[config.mk]
export PLATFORM = sky130hd
export DESIGN_NAME = cgc_clock_control
export DESIGN_NICKNAME = d
export VERILOG_FILES = /design/src/design/cgc_pkg.sv /design/src/design/cgc_clock_control.sv /design/src/design/cgc_clock_divider.sv /design/src/design/cgc_wake_timer.sv
export SDC_FILE = /design/constraint.sdc
export NUM_CORES = 1
export LEC_CHECK = 0
export ABC_AREA = 1
export ABC_CLOCK_PERIOD_IN_PS = 2200
export BUFFER_PORTS_ARGS = -buffer_cell sky130_fd_sc_hd__buf_2
export CAP_MARGIN = 10
export CORE_MARGIN = 2
export CORE_UTILIZATION = 57
export CTS_CLUSTER_DIAMETER = 120
export DETAILED_ROUTE_END_ITERATION = 8
export PLACE_DENSITY = 0.8
export REMOVE_ABC_BUFFERS = 1
export SLEW_MARGIN = 10
export SYNTH_ARGS = -nofsm -noshare
export SYNTH_HDL_FRONTEND = slang
export SYNTH_SLANG_ARGS = --single-unit
[constraint.sdc]
create_clock -name i_clk -period 2.2 [get_ports i_clk]
set_input_delay 0.44 -clock i_clk [delete_from_list [all_inputs] [get_ports i_clk]]
set_output_delay 0.44 -clock i_clk [all_outputs]
set_load 0.01 [all_outputs]
[src/design/cgc_pkg.sv]
// package of constants for the clock generation and control block
package cgc_pkg;
    // register offsets on the software port
    localparam logic [7:0] ADDR_RC_ADJUST     = 8'h96;
    localparam logic [7:0] ADDR_CPU_DIVIDER   = 8'hA0;
    localparam logic [7:0] ADDR_AUX_CONTROL   = 8'hA1;
    localparam logic [7:0] ADDR_STATUS        = 8'hA2;
    // field positions
    localparam int         CLK_OUT_ENABLE_BIT = 6;
    localparam int         ADJUST_WIDTH       = 6;
    localparam int         LOW_POWER_BIT      = 7;
    // values after reset
    localparam logic [7:0] RST_CPU_DIVIDER    = 8'h00;
    localparam logic       RST_LOW_POWER      = 1'b0;
    localparam logic       RST_CLK_OUT_ENABLE = 1'b0;
    // configuration codes of the oscillator source
    localparam logic [2:0] SRC_XTAL_LOW       = 3'h0;
    localparam logic [2:0] SRC_XTAL_MED       = 3'h1;
    localparam logic [2:0] SRC_XTAL_HIGH      = 3'h2;
    localparam logic [2:0] SRC_RC_OSC         = 3'h3;
    localparam logic [2:0] SRC_WDOG_OSC       = 3'h4;
    localparam logic [2:0] SRC_EXT_CLOCK      = 3'h5;
    // wake-up delay
    localparam int         CLK_PERIOD_NS      = 25;
    localparam int         WAKE_XTAL_OSC_CYC  = 992;
    localparam int         WAKE_OTHER_OSC_CYC = 224;
    localparam int         WAKE_EXTRA_US      = 60;
    localparam int         WAKE_EXTRA_CYC     = (WAKE_EXTRA_US * 1000 + CLK_PERIOD_NS - 1) / CLK_PERIOD_NS;
    localparam int         WAKE_CNT_WIDTH     = 12;
    // divider ratio limit
    localparam int         MAX_DIV_RATIO      = 510;
    localparam int         DIV_WIDTH          = 8;
endpackage

[src/design/cgc_clock_control.sv]
// top of the clock generation and control block
`timescale 1ns/100ps
module cgc_clock_control (
    input  wire logic                             i_clk,
    input  wire logic                             i_rst,
    input  wire logic                             i_por,
    input  wire logic [2:0]                       i_cfg_source,
    input  wire logic [cgc_pkg::ADJUST_WIDTH-1:0] i_factory_adjust,
    input  wire logic                             i_rtc_on_crystal,
    input  wire logic                             i_crystal_in_pin,
    input  wire logic                             i_rc_osc,
    input  wire logic                             i_wdog_osc,
    input  wire logic [7:0]                       i_addr,
    input  wire logic [7:0]                       i_wdata,
    input  wire logic                             i_wr,
    input  wire logic                             i_rd,
    output logic [7:0]                            o_rdata,
    output logic                                  o_osc_source_tick,
    output logic                                  o_cpu_core_clock,
    output logic                                  o_cpu_core_tick,
    output logic                                  o_periph_clock,
    output logic                                  o_machine_cycle,
    output logic                                  o_crystal_out_clock_pin,
    output logic                                  o_crystal_out_clock_oe,
    output logic [cgc_pkg::ADJUST_WIDTH-1:0]      o_internal_rc_adjust,
    output logic                                  o_low_power_clock_select,
    output logic                                  o_xtal_osc_enable,
    output logic [1:0]                            o_xtal_band,
    output logic                                  o_wake_done
);
    import cgc_pkg::*;

    localparam int NUM_OSC = 3;
    localparam int OSC_PIN = 0;
    localparam int OSC_RC  = 1;
    localparam int OSC_WD  = 2;

    // any reset, power-on included
    logic                    any_rst;

    // synchronised oscillator inputs
    logic [NUM_OSC-1:0]      osc_raw;
    logic [NUM_OSC-1:0]      osc_meta;
    logic [NUM_OSC-1:0]      osc_sync;
    logic [NUM_OSC-1:0]      osc_last;
    logic [NUM_OSC-1:0]      osc_rise;

    // captured configuration
    logic [2:0]              cfg_source;
    logic                    crystal_used;
    logic [1:0]              osc_sel;
    logic                    next_osc_tick;
    logic                    next_osc_level;
    logic                    osc_level;

    // software registers
    logic                    clk_out_enable;
    logic [ADJUST_WIDTH-1:0] rc_adjust;
    logic [DIV_WIDTH-1:0]    cpu_clock_divider;
    logic                    low_power_clock_select;
    logic                    next_clk_out_enable;
    logic [ADJUST_WIDTH-1:0] next_rc_adjust;
    logic [DIV_WIDTH-1:0]    next_cpu_clock_divider;
    logic                    next_low_power_clock_select;
    logic [7:0]              next_rdata;

    // divider and wake timer results
    logic                    div_tick;
    logic                    div_level;
    logic                    wake_done;

    // clock tree state
    logic                    run_tick;
    logic                    periph_level;
    logic                    next_periph_level;
    logic                    next_machine_cycle;
    logic                    next_cpu_core_clock;
    logic                    clk_out_allowed;
    logic                    next_out_pin;
    logic                    next_out_oe;

    assign any_rst = i_rst | i_por;
    assign osc_raw = {i_wdog_osc, i_rc_osc, i_crystal_in_pin};

    // two-stage synchronisers and edge detect, one per oscillator input
    genvar g;
    generate
        for (g = 0; g < NUM_OSC; g++) begin : g_osc_sync
            always_ff @(posedge i_clk) begin
                osc_meta[g] <= osc_raw[g];
                osc_sync[g] <= osc_meta[g];
                osc_last[g] <= osc_sync[g];
            end
            assign osc_rise[g] = osc_sync[g] & ~osc_last[g];
        end
    endgenerate

    // configuration is reloaded from the non-volatile bits at each reset
    always_ff @(posedge i_clk) begin
        if (any_rst) begin
            cfg_source <= i_cfg_source;
        end
    end

    // decode the source: three crystal bands, rc, watchdog or external
    always_comb begin
        crystal_used = 1'b0;
        osc_sel      = 2'(OSC_PIN);
        unique case (cfg_source)
            SRC_XTAL_LOW, SRC_XTAL_MED, SRC_XTAL_HIGH: begin
                crystal_used = 1'b1;
                osc_sel      = 2'(OSC_PIN);
            end
            SRC_RC_OSC: begin
                osc_sel = 2'(OSC_RC);
            end
            SRC_WDOG_OSC: begin
                osc_sel = 2'(OSC_WD);
            end
            SRC_EXT_CLOCK: begin
                osc_sel = 2'(OSC_PIN);
            end
            default: begin
                osc_sel = 2'(OSC_RC);
            end
        endcase
    end

    // select exactly one source as the oscillator clock
    always_comb begin
        next_osc_tick  = osc_rise[osc_sel];
        next_osc_level = osc_sync[osc_sel];
    end

    // oscillator clock registers
    always_ff @(posedge i_clk) begin
        if (any_rst) begin
            o_osc_source_tick <= 1'b0;
            osc_level         <= 1'b0;
        end else begin
            o_osc_source_tick <= next_osc_tick;
            osc_level         <= next_osc_level;
        end
    end

    // start-up hold-off of the cpu clock
    cgc_wake_timer u_wake (
        .i_clk          (i_clk),
        .i_rst          (any_rst),
        .i_osc_tick     (o_osc_source_tick),
        .i_crystal_band (crystal_used),
        .o_done         (wake_done)
    );

    // programmable cpu clock divider
    cgc_clock_divider u_div (
        .i_clk       (i_clk),
        .i_rst       (any_rst),
        .i_osc_tick  (o_osc_source_tick),
        .i_osc_level (osc_level),
        .i_divider   (cpu_clock_divider),
        .o_cpu_tick  (div_tick),
        .o_cpu_level (div_level)
    );

    // register writes and read data
    always_comb begin
        next_clk_out_enable         = clk_out_enable;
        next_rc_adjust              = rc_adjust;
        next_cpu_clock_divider      = cpu_clock_divider;
        next_low_power_clock_select = low_power_clock_select;
        next_rdata                  = 8'h00;
        if (i_wr && !any_rst) begin
            unique case (i_addr)
                ADDR_RC_ADJUST: begin
                    next_clk_out_enable = i_wdata[CLK_OUT_ENABLE_BIT];
                    next_rc_adjust      = i_wdata[ADJUST_WIDTH-1:0];
                end
                ADDR_CPU_DIVIDER: begin
                    next_cpu_clock_divider = i_wdata;
                end
                ADDR_AUX_CONTROL: begin
                    next_low_power_clock_select = i_wdata[LOW_POWER_BIT];
                end
                default: begin
                    next_rdata = 8'h00;
                end
            endcase
        end
        if (i_rd) begin
            unique case (i_addr)
                ADDR_RC_ADJUST: begin
                    next_rdata = {1'b0, clk_out_enable, rc_adjust};
                end
                ADDR_CPU_DIVIDER: begin
                    next_rdata = cpu_clock_divider;
                end
                ADDR_AUX_CONTROL: begin
                    next_rdata = {low_power_clock_select, 7'h00};
                end
                ADDR_STATUS: begin
                    next_rdata = {2'h0, o_crystal_out_clock_oe, crystal_used, cfg_source, wake_done};
                end
                default: begin
                    next_rdata = 8'h00;
                end
            endcase
        end
    end

    // adjust register follows power-on reset only
    always_ff @(posedge i_clk) begin
        if (i_por) begin
            rc_adjust      <= i_factory_adjust;
            clk_out_enable <= RST_CLK_OUT_ENABLE;
        end else begin
            rc_adjust      <= next_rc_adjust;
            clk_out_enable <= next_clk_out_enable;
        end
    end

    // divider and auxiliary registers follow every reset
    always_ff @(posedge i_clk) begin
        if (any_rst) begin
            cpu_clock_divider      <= RST_CPU_DIVIDER;
            low_power_clock_select <= RST_LOW_POWER;
            o_rdata                <= 8'h00;
        end else begin
            cpu_clock_divider      <= next_cpu_clock_divider;
            low_power_clock_select <= next_low_power_clock_select;
            o_rdata                <= next_rdata;
        end
    end

    // cpu clock, peripheral clock, machine cycle and clock output
    always_comb begin
        run_tick            = div_tick & wake_done;
        next_cpu_core_clock = div_level & wake_done;
        next_periph_level   = periph_level ^ run_tick;
        next_machine_cycle  = run_tick & periph_level;
        clk_out_allowed     = clk_out_enable & ~crystal_used & ~i_rtc_on_crystal;
        next_out_oe         = clk_out_allowed;
        next_out_pin        = clk_out_allowed & next_periph_level;
    end

    // clock tree output registers
    always_ff @(posedge i_clk) begin
        if (any_rst) begin
            periph_level            <= 1'b0;
            o_periph_clock          <= 1'b0;
            o_machine_cycle         <= 1'b0;
            o_cpu_core_clock        <= 1'b0;
            o_cpu_core_tick         <= 1'b0;
            o_crystal_out_clock_pin <= 1'b0;
            o_crystal_out_clock_oe  <= 1'b0;
        end else begin
            periph_level            <= next_periph_level;
            o_periph_clock          <= next_periph_level;
            o_machine_cycle         <= next_machine_cycle;
            o_cpu_core_clock        <= next_cpu_core_clock;
            o_cpu_core_tick         <= run_tick;
            o_crystal_out_clock_pin <= next_out_pin;
            o_crystal_out_clock_oe  <= next_out_oe;
        end
    end

    // rc adjust output towards the internal rc oscillator, reset by power-on only
    always_ff @(posedge i_clk) begin
        if (i_por) begin
            o_internal_rc_adjust <= i_factory_adjust;
        end else begin
            o_internal_rc_adjust <= next_rc_adjust;
        end
    end

    // source and mode outputs
    always_ff @(posedge i_clk) begin
        if (any_rst) begin
            o_low_power_clock_select <= RST_LOW_POWER;
            o_xtal_osc_enable        <= 1'b0;
            o_xtal_band              <= 2'h0;
            o_wake_done              <= 1'b0;
        end else begin
            o_low_power_clock_select <= next_low_power_clock_select;
            o_xtal_osc_enable        <= crystal_used | i_rtc_on_crystal;
            o_xtal_band              <= cfg_source[1:0];
            o_wake_done              <= wake_done;
        end
    end
endmodule

[src/design/cgc_clock_divider.sv]
// divider that makes the cpu clock from oscillator ticks
`timescale 1ns/100ps
module cgc_clock_divider (
    input  wire logic                         i_clk,
    input  wire logic                         i_rst,
    input  wire logic                         i_osc_tick,
    input  wire logic                         i_osc_level,
    input  wire logic [cgc_pkg::DIV_WIDTH-1:0] i_divider,
    output logic                              o_cpu_tick,
    output logic                              o_cpu_level
);
    import cgc_pkg::*;

    logic [DIV_WIDTH-1:0] active_div;
    logic [DIV_WIDTH:0]   count;
    logic [DIV_WIDTH-1:0] next_active_div;
    logic [DIV_WIDTH:0]   next_count;
    logic                 next_cpu_tick;
    logic                 next_cpu_level;

    // count oscillator ticks; a period ends after twice the ratio
    always_comb begin
        next_active_div = active_div;
        next_count      = count;
        next_cpu_tick   = 1'b0;
        next_cpu_level  = o_cpu_level;
        if (active_div == '0) begin
            next_cpu_level = i_osc_level;
            next_cpu_tick  = i_osc_tick;
            if (i_osc_tick) begin
                next_active_div = i_divider;
                next_count      = '0;
            end
        end else if (i_osc_tick) begin
            if (count == (DIV_WIDTH+1)'({active_div, 1'b0} - 9'd1)) begin
                next_count      = '0;
                next_cpu_tick   = 1'b1;
                next_cpu_level  = 1'b1;
                next_active_div = i_divider;
            end else begin
                next_count = (DIV_WIDTH+1)'(count + 9'd1);
                if ((DIV_WIDTH+1)'(count + 9'd1) == {1'b0, active_div}) begin
                    next_cpu_level = 1'b0;
                end
            end
        end
    end

    // divider state registers
    always_ff @(posedge i_clk) begin
        if (i_rst) begin
            active_div  <= RST_CPU_DIVIDER;
            count       <= '0;
            o_cpu_tick  <= 1'b0;
            o_cpu_level <= 1'b0;
        end else begin
            active_div  <= next_active_div;
            count       <= next_count;
            o_cpu_tick  <= next_cpu_tick;
            o_cpu_level <= next_cpu_level;
        end
    end
endmodule

[src/design/cgc_wake_timer.sv]
// wake-up timer that holds the cpu clock off after start-up
`timescale 1ns/100ps
module cgc_wake_timer (
    input  wire logic i_clk,
    input  wire logic i_rst,
    input  wire logic i_osc_tick,
    input  wire logic i_crystal_band,
    output logic      o_done
);
    import cgc_pkg::*;

    typedef enum logic [1:0] {ST_OSC, ST_EXTRA, ST_DONE} cgc_wake_state_t;

    cgc_wake_state_t           state;
    cgc_wake_state_t           next_state;
    logic [WAKE_CNT_WIDTH-1:0] count;
    logic [WAKE_CNT_WIDTH-1:0] next_count;
    logic [WAKE_CNT_WIDTH-1:0] osc_limit;

    // oscillator cycles first, then the fixed settling time
    always_comb begin
        osc_limit  = i_crystal_band ? WAKE_CNT_WIDTH'(WAKE_XTAL_OSC_CYC - 1)
                                    : WAKE_CNT_WIDTH'(WAKE_OTHER_OSC_CYC - 1);
        next_state = state;
        next_count = count;
        unique case (state)
            ST_OSC: begin
                if (i_osc_tick) begin
                    if (count == osc_limit) begin
                        next_state = ST_EXTRA;
                        next_count = '0;
                    end else begin
                        next_count = WAKE_CNT_WIDTH'(count + 12'd1);
                    end
                end
            end
            ST_EXTRA: begin
                if (count == WAKE_CNT_WIDTH'(WAKE_EXTRA_CYC - 1)) begin
                    next_state = ST_DONE;
                end else begin
                    next_count = WAKE_CNT_WIDTH'(count + 12'd1);
                end
            end
            ST_DONE: begin
                next_state = ST_DONE;
            end
        endcase
    end

    // timer registers
    always_ff @(posedge i_clk) begin
        if (i_rst) begin
            state  <= ST_OSC;
            count  <= '0;
            o_done <= 1'b0;
        end else begin
            state  <= next_state;
            count  <= next_count;
            o_done <= (next_state == ST_DONE);
        end
    end
endmodule

==> qor.yml, run 1 <==
run_status:
  outcome: "completed"
setup_path:
  rr_endpoint: "u_wake.count[3]"
  timing.critical_path.to: "u_wake.count[3]"
  rr_worst_depth: 11
  reg2reg_setup_slack_ps: 160
  crit_required_ps: 2490
  start_kind: "register"
  cp_max_fo: 14
  startpoint: "u_wake.count[0]"
  crit_type: "reg2reg"
  rr_startpoint: "u_wake.count[0]"
  crit_path_end_kind: "register"
  cp.arrival_ps: 2320
floorplanning:
  initial_core_util_pct: 59.1
  core_um2: 6830
  die_y_um: 88.2
  die-area_um2: 7780
  ios: 60
  rows: 30
  die_x_um: 88.2
sta:
  finalHoldViolCount: 0
  fmax_mhz: 491
  period_share_pct: 92.6
  slew-limit-headroom_pct: 64.3
  finalSetupViolCount: 0
  worst_slack_ps: 162
  tightest_slew_ps: 531
  slew_viol_final: 0
  tns_ps: 0
  fin_worst_skew_ps: 13.0
  period_needed_ps: 2040
finish:
  multiInputGateArea_um2: 1970
  fin_area_um2: 4690
  antennaDiodeCount: 0
  drive_gt1_share_pct: 17.0
  fillCellCount: 569
  regArea_um2: 1730
  area_delta_synth_final_pct: 16.1
  utilization_pct: 68.7
  final_nets: 677
  final_cell_mix: "177 x nand2_1, 73 x dfxtp_1, 70 x inv_1"
  layout_commonest_cell: "nand2_1"
global_route:
  grt_pass1_wl_um: 15400
  grt_overflow: 0
  grt_max_degree: 24
  grt_antenna_before_repair: 0
  track_usage_pct: 25.2
  grt_pass1_vias: 3488
clocking:
  clk_pin_slew_ps: 90
  insertion_delay_ps: 350
  cts_tree: "yes"
  clock_sinks: 82
  root_buffer: "clkbuf_8"
  numCtsBuffers: 9
  htreeDepth: 3
  cts_max_path_buffers: 2
  cts_setup_buffers: 0
routing:
  vias: 3825
  drc: 0
  wl_um: 9310
  drtIter0Drc: 210
  ant_nets: 0
  drt-pass1-iter-count: 4
  routedWlPerCell_um: 12.6
  avgViaCountPerCell: 5.20
placed_design:
  routabilityCongestion: 0.951
  place_area_um2: 4450
  place_ws_ps: 225
  dp_hpwl_um: 7130
  portBuffers: 59
worst_hold_path:
  hold_path_class: "in2reg"
synth:
  ys_seq_area_share_pct: 42.9
  syn_inst: 569
  syn-cell-area_um2: 4040
  yosysWarnings: 0
  yosys.cell_types.count: 36
  synth-seq-cells: 82
  synth_area_per_cell_um2: 7.10
pwr:
  p_leak_nw: 2.02
  ir_worst_vdd_mv: 0.400
  p_per_area_nw_per_um2: 634
run:
  drv_cap: 0
-- through the flow --
stage | hold WS [ps] | power (mW) | cells
finish | 178 | 2.97 | 736
global route | 174 | 3.08 | 736
CTS | 168 | 2.98 | 736
detailed placement | 314 | 1.76 | 720
global placement | 311 | 1.75 | 720
floorplan | 310 | 1.67 | 556
-- routing by layer --
metal | global-route usage, % | wire [µm] | part of all wire, % | up-vias
met2 | 44.1 | 4550 | 49 | 130
met3 | 3.96 | 556 | 6.0 | 16
met1 | 31.5 | 4030 | 43 | 1722
met4 | 8.82 | 167 | 1.8 | 0
met5 | 0 | 0 | 0 | -
li1 | - | - | - | 1957
-- cell usage after synthesis (all sizes together) --
| cell | number | area [µm²] |
|---|---|---|
| nand4 | 5 | 31.3 |
| ha | 8 | 100 |
| buf | 4 | 32.5 |
| a21oi | 29 | 149 |
| o21ai | 23 | 119 |
| inv | 73 | 274 |
| clkinv | 1 | 3.75 |
| o32ai | 1 | 8.76 |
| nand3 | 43 | 225 |
| and3 | 1 | 6.26 |
| o31ai | 6 | 45.0 |
| edfxtp | 9 | 270 |
| clkbuf | 9 | 38.8 |
| nand2 | 183 | 709 |
| dfxtp | 73 | 1460 |
| or2 | 4 | 25.0 |
| xor2 | 7 | 61.3 |
| nor3 | 9 | 60.1 |
| xnor2 | 6 | 52.6 |
| nor3b | 1 | 7.51 |
| nor2 | 61 | 263 |
| nor4 | 7 | 43.8 |
| a221oi | 6 | 52.6 |
-- cell type report --
cell class	count	share of cell area [%]
well taps	96	2.56
flip-flops and latches	82	36.9
repair buffers	68	7.73
clock inverters	7	2.24
clock buffers	9	2.64
inverters	74	5.92
multi-input cells	400	42.0
-- registers in the layout, indices dropped and copies added, names as in the netlist, 2 cells and up --
name                  flops
cfg_source                3
cpu_clock_divider         8
o_internal_rc_adjust      6
o_rdata                   8
o_xtal_band               2
osc_last                  3
osc_meta                  3
osc_sync                  3
u_div.active_div          8
u_div.count               9
u_wake.count             12
u_wake.state              2
-- power breakdown --
group	switching (mW)	total [mW]	internal, mW
logic	0.104	0.164	0.0596
clock network	0.591	1.25	0.659
registers	0.0169	1.56	1.54
total	0.712	2.97	2.26
-- worst max-delay path, stage by stage (launching register included) --
cell and delay, ps:
dfxtp_1 410, ha_1 190, nand2_1 80, nor2_1 280
nand3_1 160, nand2_1 100, nand2_1 60, nand2_2 230
inv_2 180, nand2_1 90, nand2_1 50, a21oi_1 140
-- repair_timing --
item,4_1_cts,5_1_grt
setup endpoints to repair,0,10
hold buffers,0,0
resized for setup,0,4
-- worst min-delay path by stage --
stage	start	endpoint	slack, ps	cells after the start
global placement	osc_meta[0]	osc_sync[0]	310	0
floorplan	osc_meta[0]	osc_sync[0]	310	0
detailed placement	osc_meta[0]	osc_sync[0]	310	0
global route	i_rc_osc	osc_meta[1]	170	1
CTS	i_crystal_in_pin	osc_meta[0]	170	1
finish	i_crystal_in_pin	osc_meta[0]	180	1
-- logic make-up after synthesis --
logic type | share of synthesized area, %
DFF | 42.9
and+or+nand+nor | 33.9
AOI/OAI and AO/OA | 9.26
adders and majority gates | 2.48
buffers and inverters | 8.64
xor gates and xnor gates | 2.82
Note: power is estimated with default switching activity, not from simulation.
==> run 2, diff against run 1 <==
--- a/config.mk
+++ b/config.mk
@@ -5,15 +5,14 @@
 export SDC_FILE = /design/constraint.sdc
 export NUM_CORES = 1
 export LEC_CHECK = 0
-export ABC_AREA = 1
 export ABC_CLOCK_PERIOD_IN_PS = 2200
 export BUFFER_PORTS_ARGS = -buffer_cell sky130_fd_sc_hd__buf_2
 export CAP_MARGIN = 10
 export CORE_MARGIN = 2
-export CORE_UTILIZATION = 57
+export CORE_UTILIZATION = 56
 export CTS_CLUSTER_DIAMETER = 120
 export DETAILED_ROUTE_END_ITERATION = 8
-export PLACE_DENSITY = 0.8
+export PLACE_DENSITY = 0.79
 export REMOVE_ABC_BUFFERS = 1
 export SLEW_MARGIN = 10
 export SYNTH_ARGS = -nofsm -noshare
==> qor.yml, run 2 <==
pwr:
  p_leak_nw: 1.70
  swShare_pct: 24.8
  power_switching_uw: 671
  power.total_mw: 2.70
  seqPwrFrac_pct: 57.9
  internal_power_mw: 2.03
  p_comb_share_pct: 5.5
  p_per_area_nw_per_um2: 628
  ir_worst_vdd_mv: 0.620
  p_clk_share_pct: 36.7
routing:
  routedWlPerCell_um: 15.7
  ant_nets: 0
  drc: 0
  avgViaCountPerCell: 5.72
  vias: 3064
  drtIter0Drc: 179
  wl_um: 8440
  drt-pass1-iter-count: 4
finish:
  layout_commonest_cell: "dfxtp_1"
  regMostFlops: "u_wake.count"
  reg_top3: "u_wake.count (12), u_div.count (9)"
  fillCellCount: 525
  fin_area_um2: 4300
  drive_gt1_share_pct: 23.7
  final_cell_mix: "72 x dfxtp_1, 59 x buf_2, 36 x nand2_1"
  area_delta_synth_final_pct: 15.5
  largest_register_ffs: 12
  antennaDiodeCount: 0
  final_nets: 496
global_route:
  grt-busiest-layer: "met2"
  grt_pass1_vias: 2949
  grtUsageMet3_pct: 5.10
  met1_usage_pct: 28.9
  grt_overflow: 0
  grtUsageMet2_pct: 41.6
  grt_max_degree: 22
  grt_antenna_before_repair: 0
  track_usage_pct: 23.8
  grt_pass1_wl_um: 13600
synth:
  synth-seq-cells: 82
  ys_top_cells_by_count: "73 x dfxtp_1, 36 x nand2_1, 28 x nor2_1"
  synth_top_area_share_pct: 39.2
  syn-cell-area_um2: 3720
  yosysWarnings: 0
  ys_seq_area_share_pct: 46.5
  synth_top_area_cell: "dfxtp_1"
  async_flop_share_pct: 0
  synthFlopType: "dfxtp_1"
  synth_area_leaders: "dfxtp_1 39%, edfxtp_1 7.3%, mux2i_1 4.0%"
  synth_edf_count: 9
  yosys.cell_types.count: 52
  syn_inst: 390
  synth_area_per_cell_um2: 9.55
  synth.most_common_cell: "dfxtp_1"
floorplanning:
  initial_core_util_pct: 58.3
  ios: 60
  die_x_um: 85.6
  core_um2: 6390
  die_y_um: 85.6
  rows: 29
  die-area_um2: 7320
run_status:
  outcome: "completed"
worst_hold_path:
  hold_path_class: "in2reg"
placed_design:
  dp_hpwl_um: 6210
  routabilityCongestion: 0.889
  place_area_um2: 4100
  portBuffers: 59
  place_ws_ps: 47.4
setup_path:
  start_kind: "register"
  crit_required_ps: 2470
  crit_path_end_kind: "register"
  crit_type: "reg2reg"
  cp.arrival_ps: 2380
  cp_max_fo: 8
sta:
  hold_slack_ps: 182
  slew-limit-headroom_pct: 50.3
  fin_worst_skew_ps: 9.80
  worst_slack_ps: 89.2
  period_needed_ps: 2110
  slew_viol_final: 0
  period_share_pct: 95.9
  finalSetupViolCount: 0
  fmax_mhz: 474
  finalHoldViolCount: 0
  tightest_slew_ps: 742
clocking:
  htreeDepth: 3
  cts_tree: "yes"
  numCtsBuffers: 9
  root_buffer: "clkbuf_8"
  cts_max_path_buffers: 2
  clock_sinks: 82
  insertion_delay_ps: 350
  clk_pin_slew_ps: 90
  hold_buffers: 0
run:
  drv_cap: 0
## run 2: cell types whose count changed in the layout (fill, tap and decap cells not counted), moves of 7 or more
cell,previous run,this run
nand3_1,41,10
nand2_1,177,36
mux2_2,0,10
mux2i_1,0,15
and2_1,0,12
inv_1,70,12
a21oi_1,28,17
nor3_1,6,13
and3_1,1,11
xnor2_1,6,17
xor2_1,7,17
nor2_1,56,26
## run 2: cell families after synthesis
group,Yosys count,share of synthesized area [%]
AND/OR/NAND/NOR,146,20.5
AO/OA/AOI/OAI,62,10.8
adder cells (fa/ha/maj),8,2.69
flip-flops,82,46.5
multiplexers,25,7.05
XOR/XNOR,34,7.99
buffers and inverters,33,4.40
## run 2: worst paths after layout
path	from	to	slack, ps	depth (start not counted)
setup / recovery	u_wake.state[0]	u_wake.count[9]	90	8
hold / removal	i_crystal_in_pin	osc_meta[0]	180	1
setup reg to reg	u_wake.state[0]	u_wake.count[9]	90	8
hold reg to reg	osc_meta[1]	osc_sync[1]	330	0
## run 2: power groups by stage
stage,sequential (mW),combinational (mW),clock [mW]
floorplan,1.60,0.0553,0
global placement,1.60,0.143,0
detailed placement,1.60,0.146,0
CTS,1.56,0.146,1.01
global route,1.57,0.160,1.07
finish,1.56,0.148,0.990
## run 2: final cells by class
type	count	area (µm²)	share of cell area (%)
clock buffers	10	128	2.97
clock inverters	6	50.0	1.16
inverters	12	45.0	1.05
multi-input cells	275	1840	42.7
flip-flops and latches	82	1730	40.3
well taps	77	96.3	2.24
repair buffers	74	412	9.57
## run 2: per-layer routing
layer,part of all wire (%),routed length [µm]
met5,0,0
met4,1.4,121
met3,5.4,460
met2,50,4220
met1,43,3640
## run 2: metrics by stage
| step | std cells | TNS, ps | utilization [%] |
|---|---|---|---|
| finish | 536 | 0 | 67.3 |
| global route | 536 | -22.7 | 67.3 |
| CTS | 534 | 0 | 66.9 |
| detailed placement | 518 | 0 | 64.2 |
| global placement | 518 | 0 | 64.2 |
| floorplan | 369 | -3350 | - |
## run 2: timing repair
item	in CTS	in global routing
gates resized for setup	0	4
endpoints found under the setup margin	0	15
buffers inserted	0	2
## run 2: critical path: stages (launching register included)
cell	delay [ps]
dfxtp_1	380
inv_1	80
ha_1	200
mux2_2	230
o41a_1	350
nand4_1	140
buf_4	190
or3_1	310
a21oi_1	160
==> run 3, diff against run 2 <==
--- a/config.mk
+++ b/config.mk
@@ -8,6 +8,7 @@
 export ABC_CLOCK_PERIOD_IN_PS = 2200
 export BUFFER_PORTS_ARGS = -buffer_cell sky130_fd_sc_hd__buf_2
 export CAP_MARGIN = 10
+export CORE_ASPECT_RATIO = 1.2
 export CORE_MARGIN = 2
 export CORE_UTILIZATION = 56
 export CTS_CLUSTER_DIAMETER = 120
==> qor.yml, run 3 (synthesis results as in run 2) <==
run_status:
  outcome: "completed"
global_route:
  grt_max_degree: 25
  grt_pass1_wl_um: 13400
  grt_pass1_vias: 2910
  grt_overflow: 0
  track_usage_pct: 23.5
  grt_antenna_before_repair: 0
setup_path:
  rr_startpoint: "u_div.active_div[1]"
  crit_type: "reg2reg"
  rr_worst_depth: 9
  crit_required_ps: 2490
  start_kind: "register"
  rr_endpoint: "u_div.active_div[0]"
  crit_path_end_kind: "register"
  cp_max_fo: 9
  reg2reg_setup_slack_ps: 200
  cp.arrival_ps: 2290
worst_hold_path:
  holdPathStages: 1
  hp-start: "i_wdog_osc"
  hold_path_class: "in2reg"
  whs_endpoint: "osc_meta[2]"
finish:
  area_delta_synth_final_pct: 16.3
  fillCellCount: 530
  fin_cells: 548
  regMostFlops: "u_wake.count"
  largest_register_ffs: 12
  final_cell_mix: "72 x dfxtp_1, 59 x buf_2, 36 x nand2_1"
  antennaDiodeCount: 0
  multiInputGateArea_um2: 1830
  reg_top3: "u_wake.count (12), u_div.count (9)"
  layout_commonest_cell: "dfxtp_1"
  regArea_um2: 1730
  utilization_pct: 67.2
  final_nets: 500
  drive_gt1_share_pct: 24.2
clocking:
  clk_pin_slew_ps: 90
  clock_sinks: 82
  cts_max_path_buffers: 2
  htreeDepth: 3
  cts_tree: "yes"
  insertion_delay_ps: 360
  root_buffer: "clkbuf_8"
  numCtsBuffers: 9
floorplanning:
  initial_core_util_pct: 57.8
  die_y_um: 93.3
  core_um2: 6450
  rows: 32
  ios: 60
  die_x_um: 78.5
  die-area_um2: 7320
pwr:
  p_clk_share_pct: 36.6
  internal_power_mw: 2.03
  p_per_area_nw_per_um2: 625
  ir_worst_vdd_mv: 0.470
  power.total_mw: 2.71
  seqPwrFrac_pct: 57.5
  p_leak_nw: 1.72
  power_switching_uw: 677
  swShare_pct: 25.0
  p_comb_share_pct: 5.9
routing:
  wl_um: 8080
  drc: 0
  avgViaCountPerCell: 5.52
  vias: 3027
  routedWlPerCell_um: 14.7
  drt-pass1-iter-count: 5
  ant_nets: 0
  drtIter0Drc: 242
run:
  drv_cap: 0
sta:
  period_share_pct: 90.9
  finalHoldViolCount: 0
  tightest_slew_ps: 487
  period_needed_ps: 2000
  finalSetupViolCount: 0
  rsz0062_at_grt: "false"
  hold_slack_ps: 180
  tns_ps: 0
  fmax_mhz: 500
  slew_viol_final: 0
  slew-limit-headroom_pct: 67.4
  fin_worst_skew_ps: 10.6
placed_design:
  portBuffers: 59
  place_inst: 529
  dp_hpwl_um: 5950
  routabilityCongestion: 0.870
==> run 3: area by class of cell <==
cell class,count,share of cell area [%]
clock buffers,9,2.86
clock inverters,7,1.21
inverters,12,1.04
multi-input cells,275,42.3
flip-flops and latches,82,40.0
well taps,85,2.45
repair buffers,78,10.1
==> run 3: stage by stage <==
stage,setup slack (ps),instance area (µm²)
2_1_floorplan,-241,3610
3_3_place_gp,188,4130
3_5_place_dp,109,4130
4_1_cts,95.1,4310
5_1_grt,2.49,4330
6_report,201,4330
==> run 3: timing repair <==
action	4_1_cts	5_1_grt
resized for setup	0	2
setup endpoints to repair	0	14
hold buffers	0	0
buffers inserted	0	3
==> run 3: per-layer routing <==
layer	GRT usage (%)	wire length, µm	vias to the layer above
met1	28.1	3350	1424
met4	7.46	91	0
met3	5.69	413	9
met2	41.4	4230	88
li1	-	-	1506
met5	0	0	-
==> run 3: worst max path at each step <==
stage | startpoint | to | slack (ps) | depth (start not counted)
global route | u_div.active_div[1] | u_div.active_div[2] | 2 | 9
finish | u_div.active_div[1] | u_div.active_div[0] | 200 | 9
CTS | u_wake.state[0] | u_wake.count[9] | 100 | 7
floorplan | i_por | u_wake.count[10] | -240 | 4
global placement | u_div.count[0] | u_div.o_cpu_level | 190 | 7
detailed placement | u_wake.state[0] | u_wake.count[9] | 110 | 7
==> run 3: power by group through the flow <==
stage	combinational, mW	sequential [mW]	clock, mW
finish	0.158	1.56	0.991
global route	0.173	1.56	1.08
CTS	0.158	1.56	1.01
detailed placement	0.157	1.59	0
global placement	0.153	1.59	0
floorplan	0.0553	1.60	0
==> run 3: worst max-delay path, cell delays in order (launching register included) <==
cell and delay (ps):
dfxtp_2 390, inv_1 70, ha_1 250, xnor2_1 150
o2bb2ai_1 130, a211oi_1 210, and4_1 240, o21a_1 150
buf_4 170, mux2i_1 180
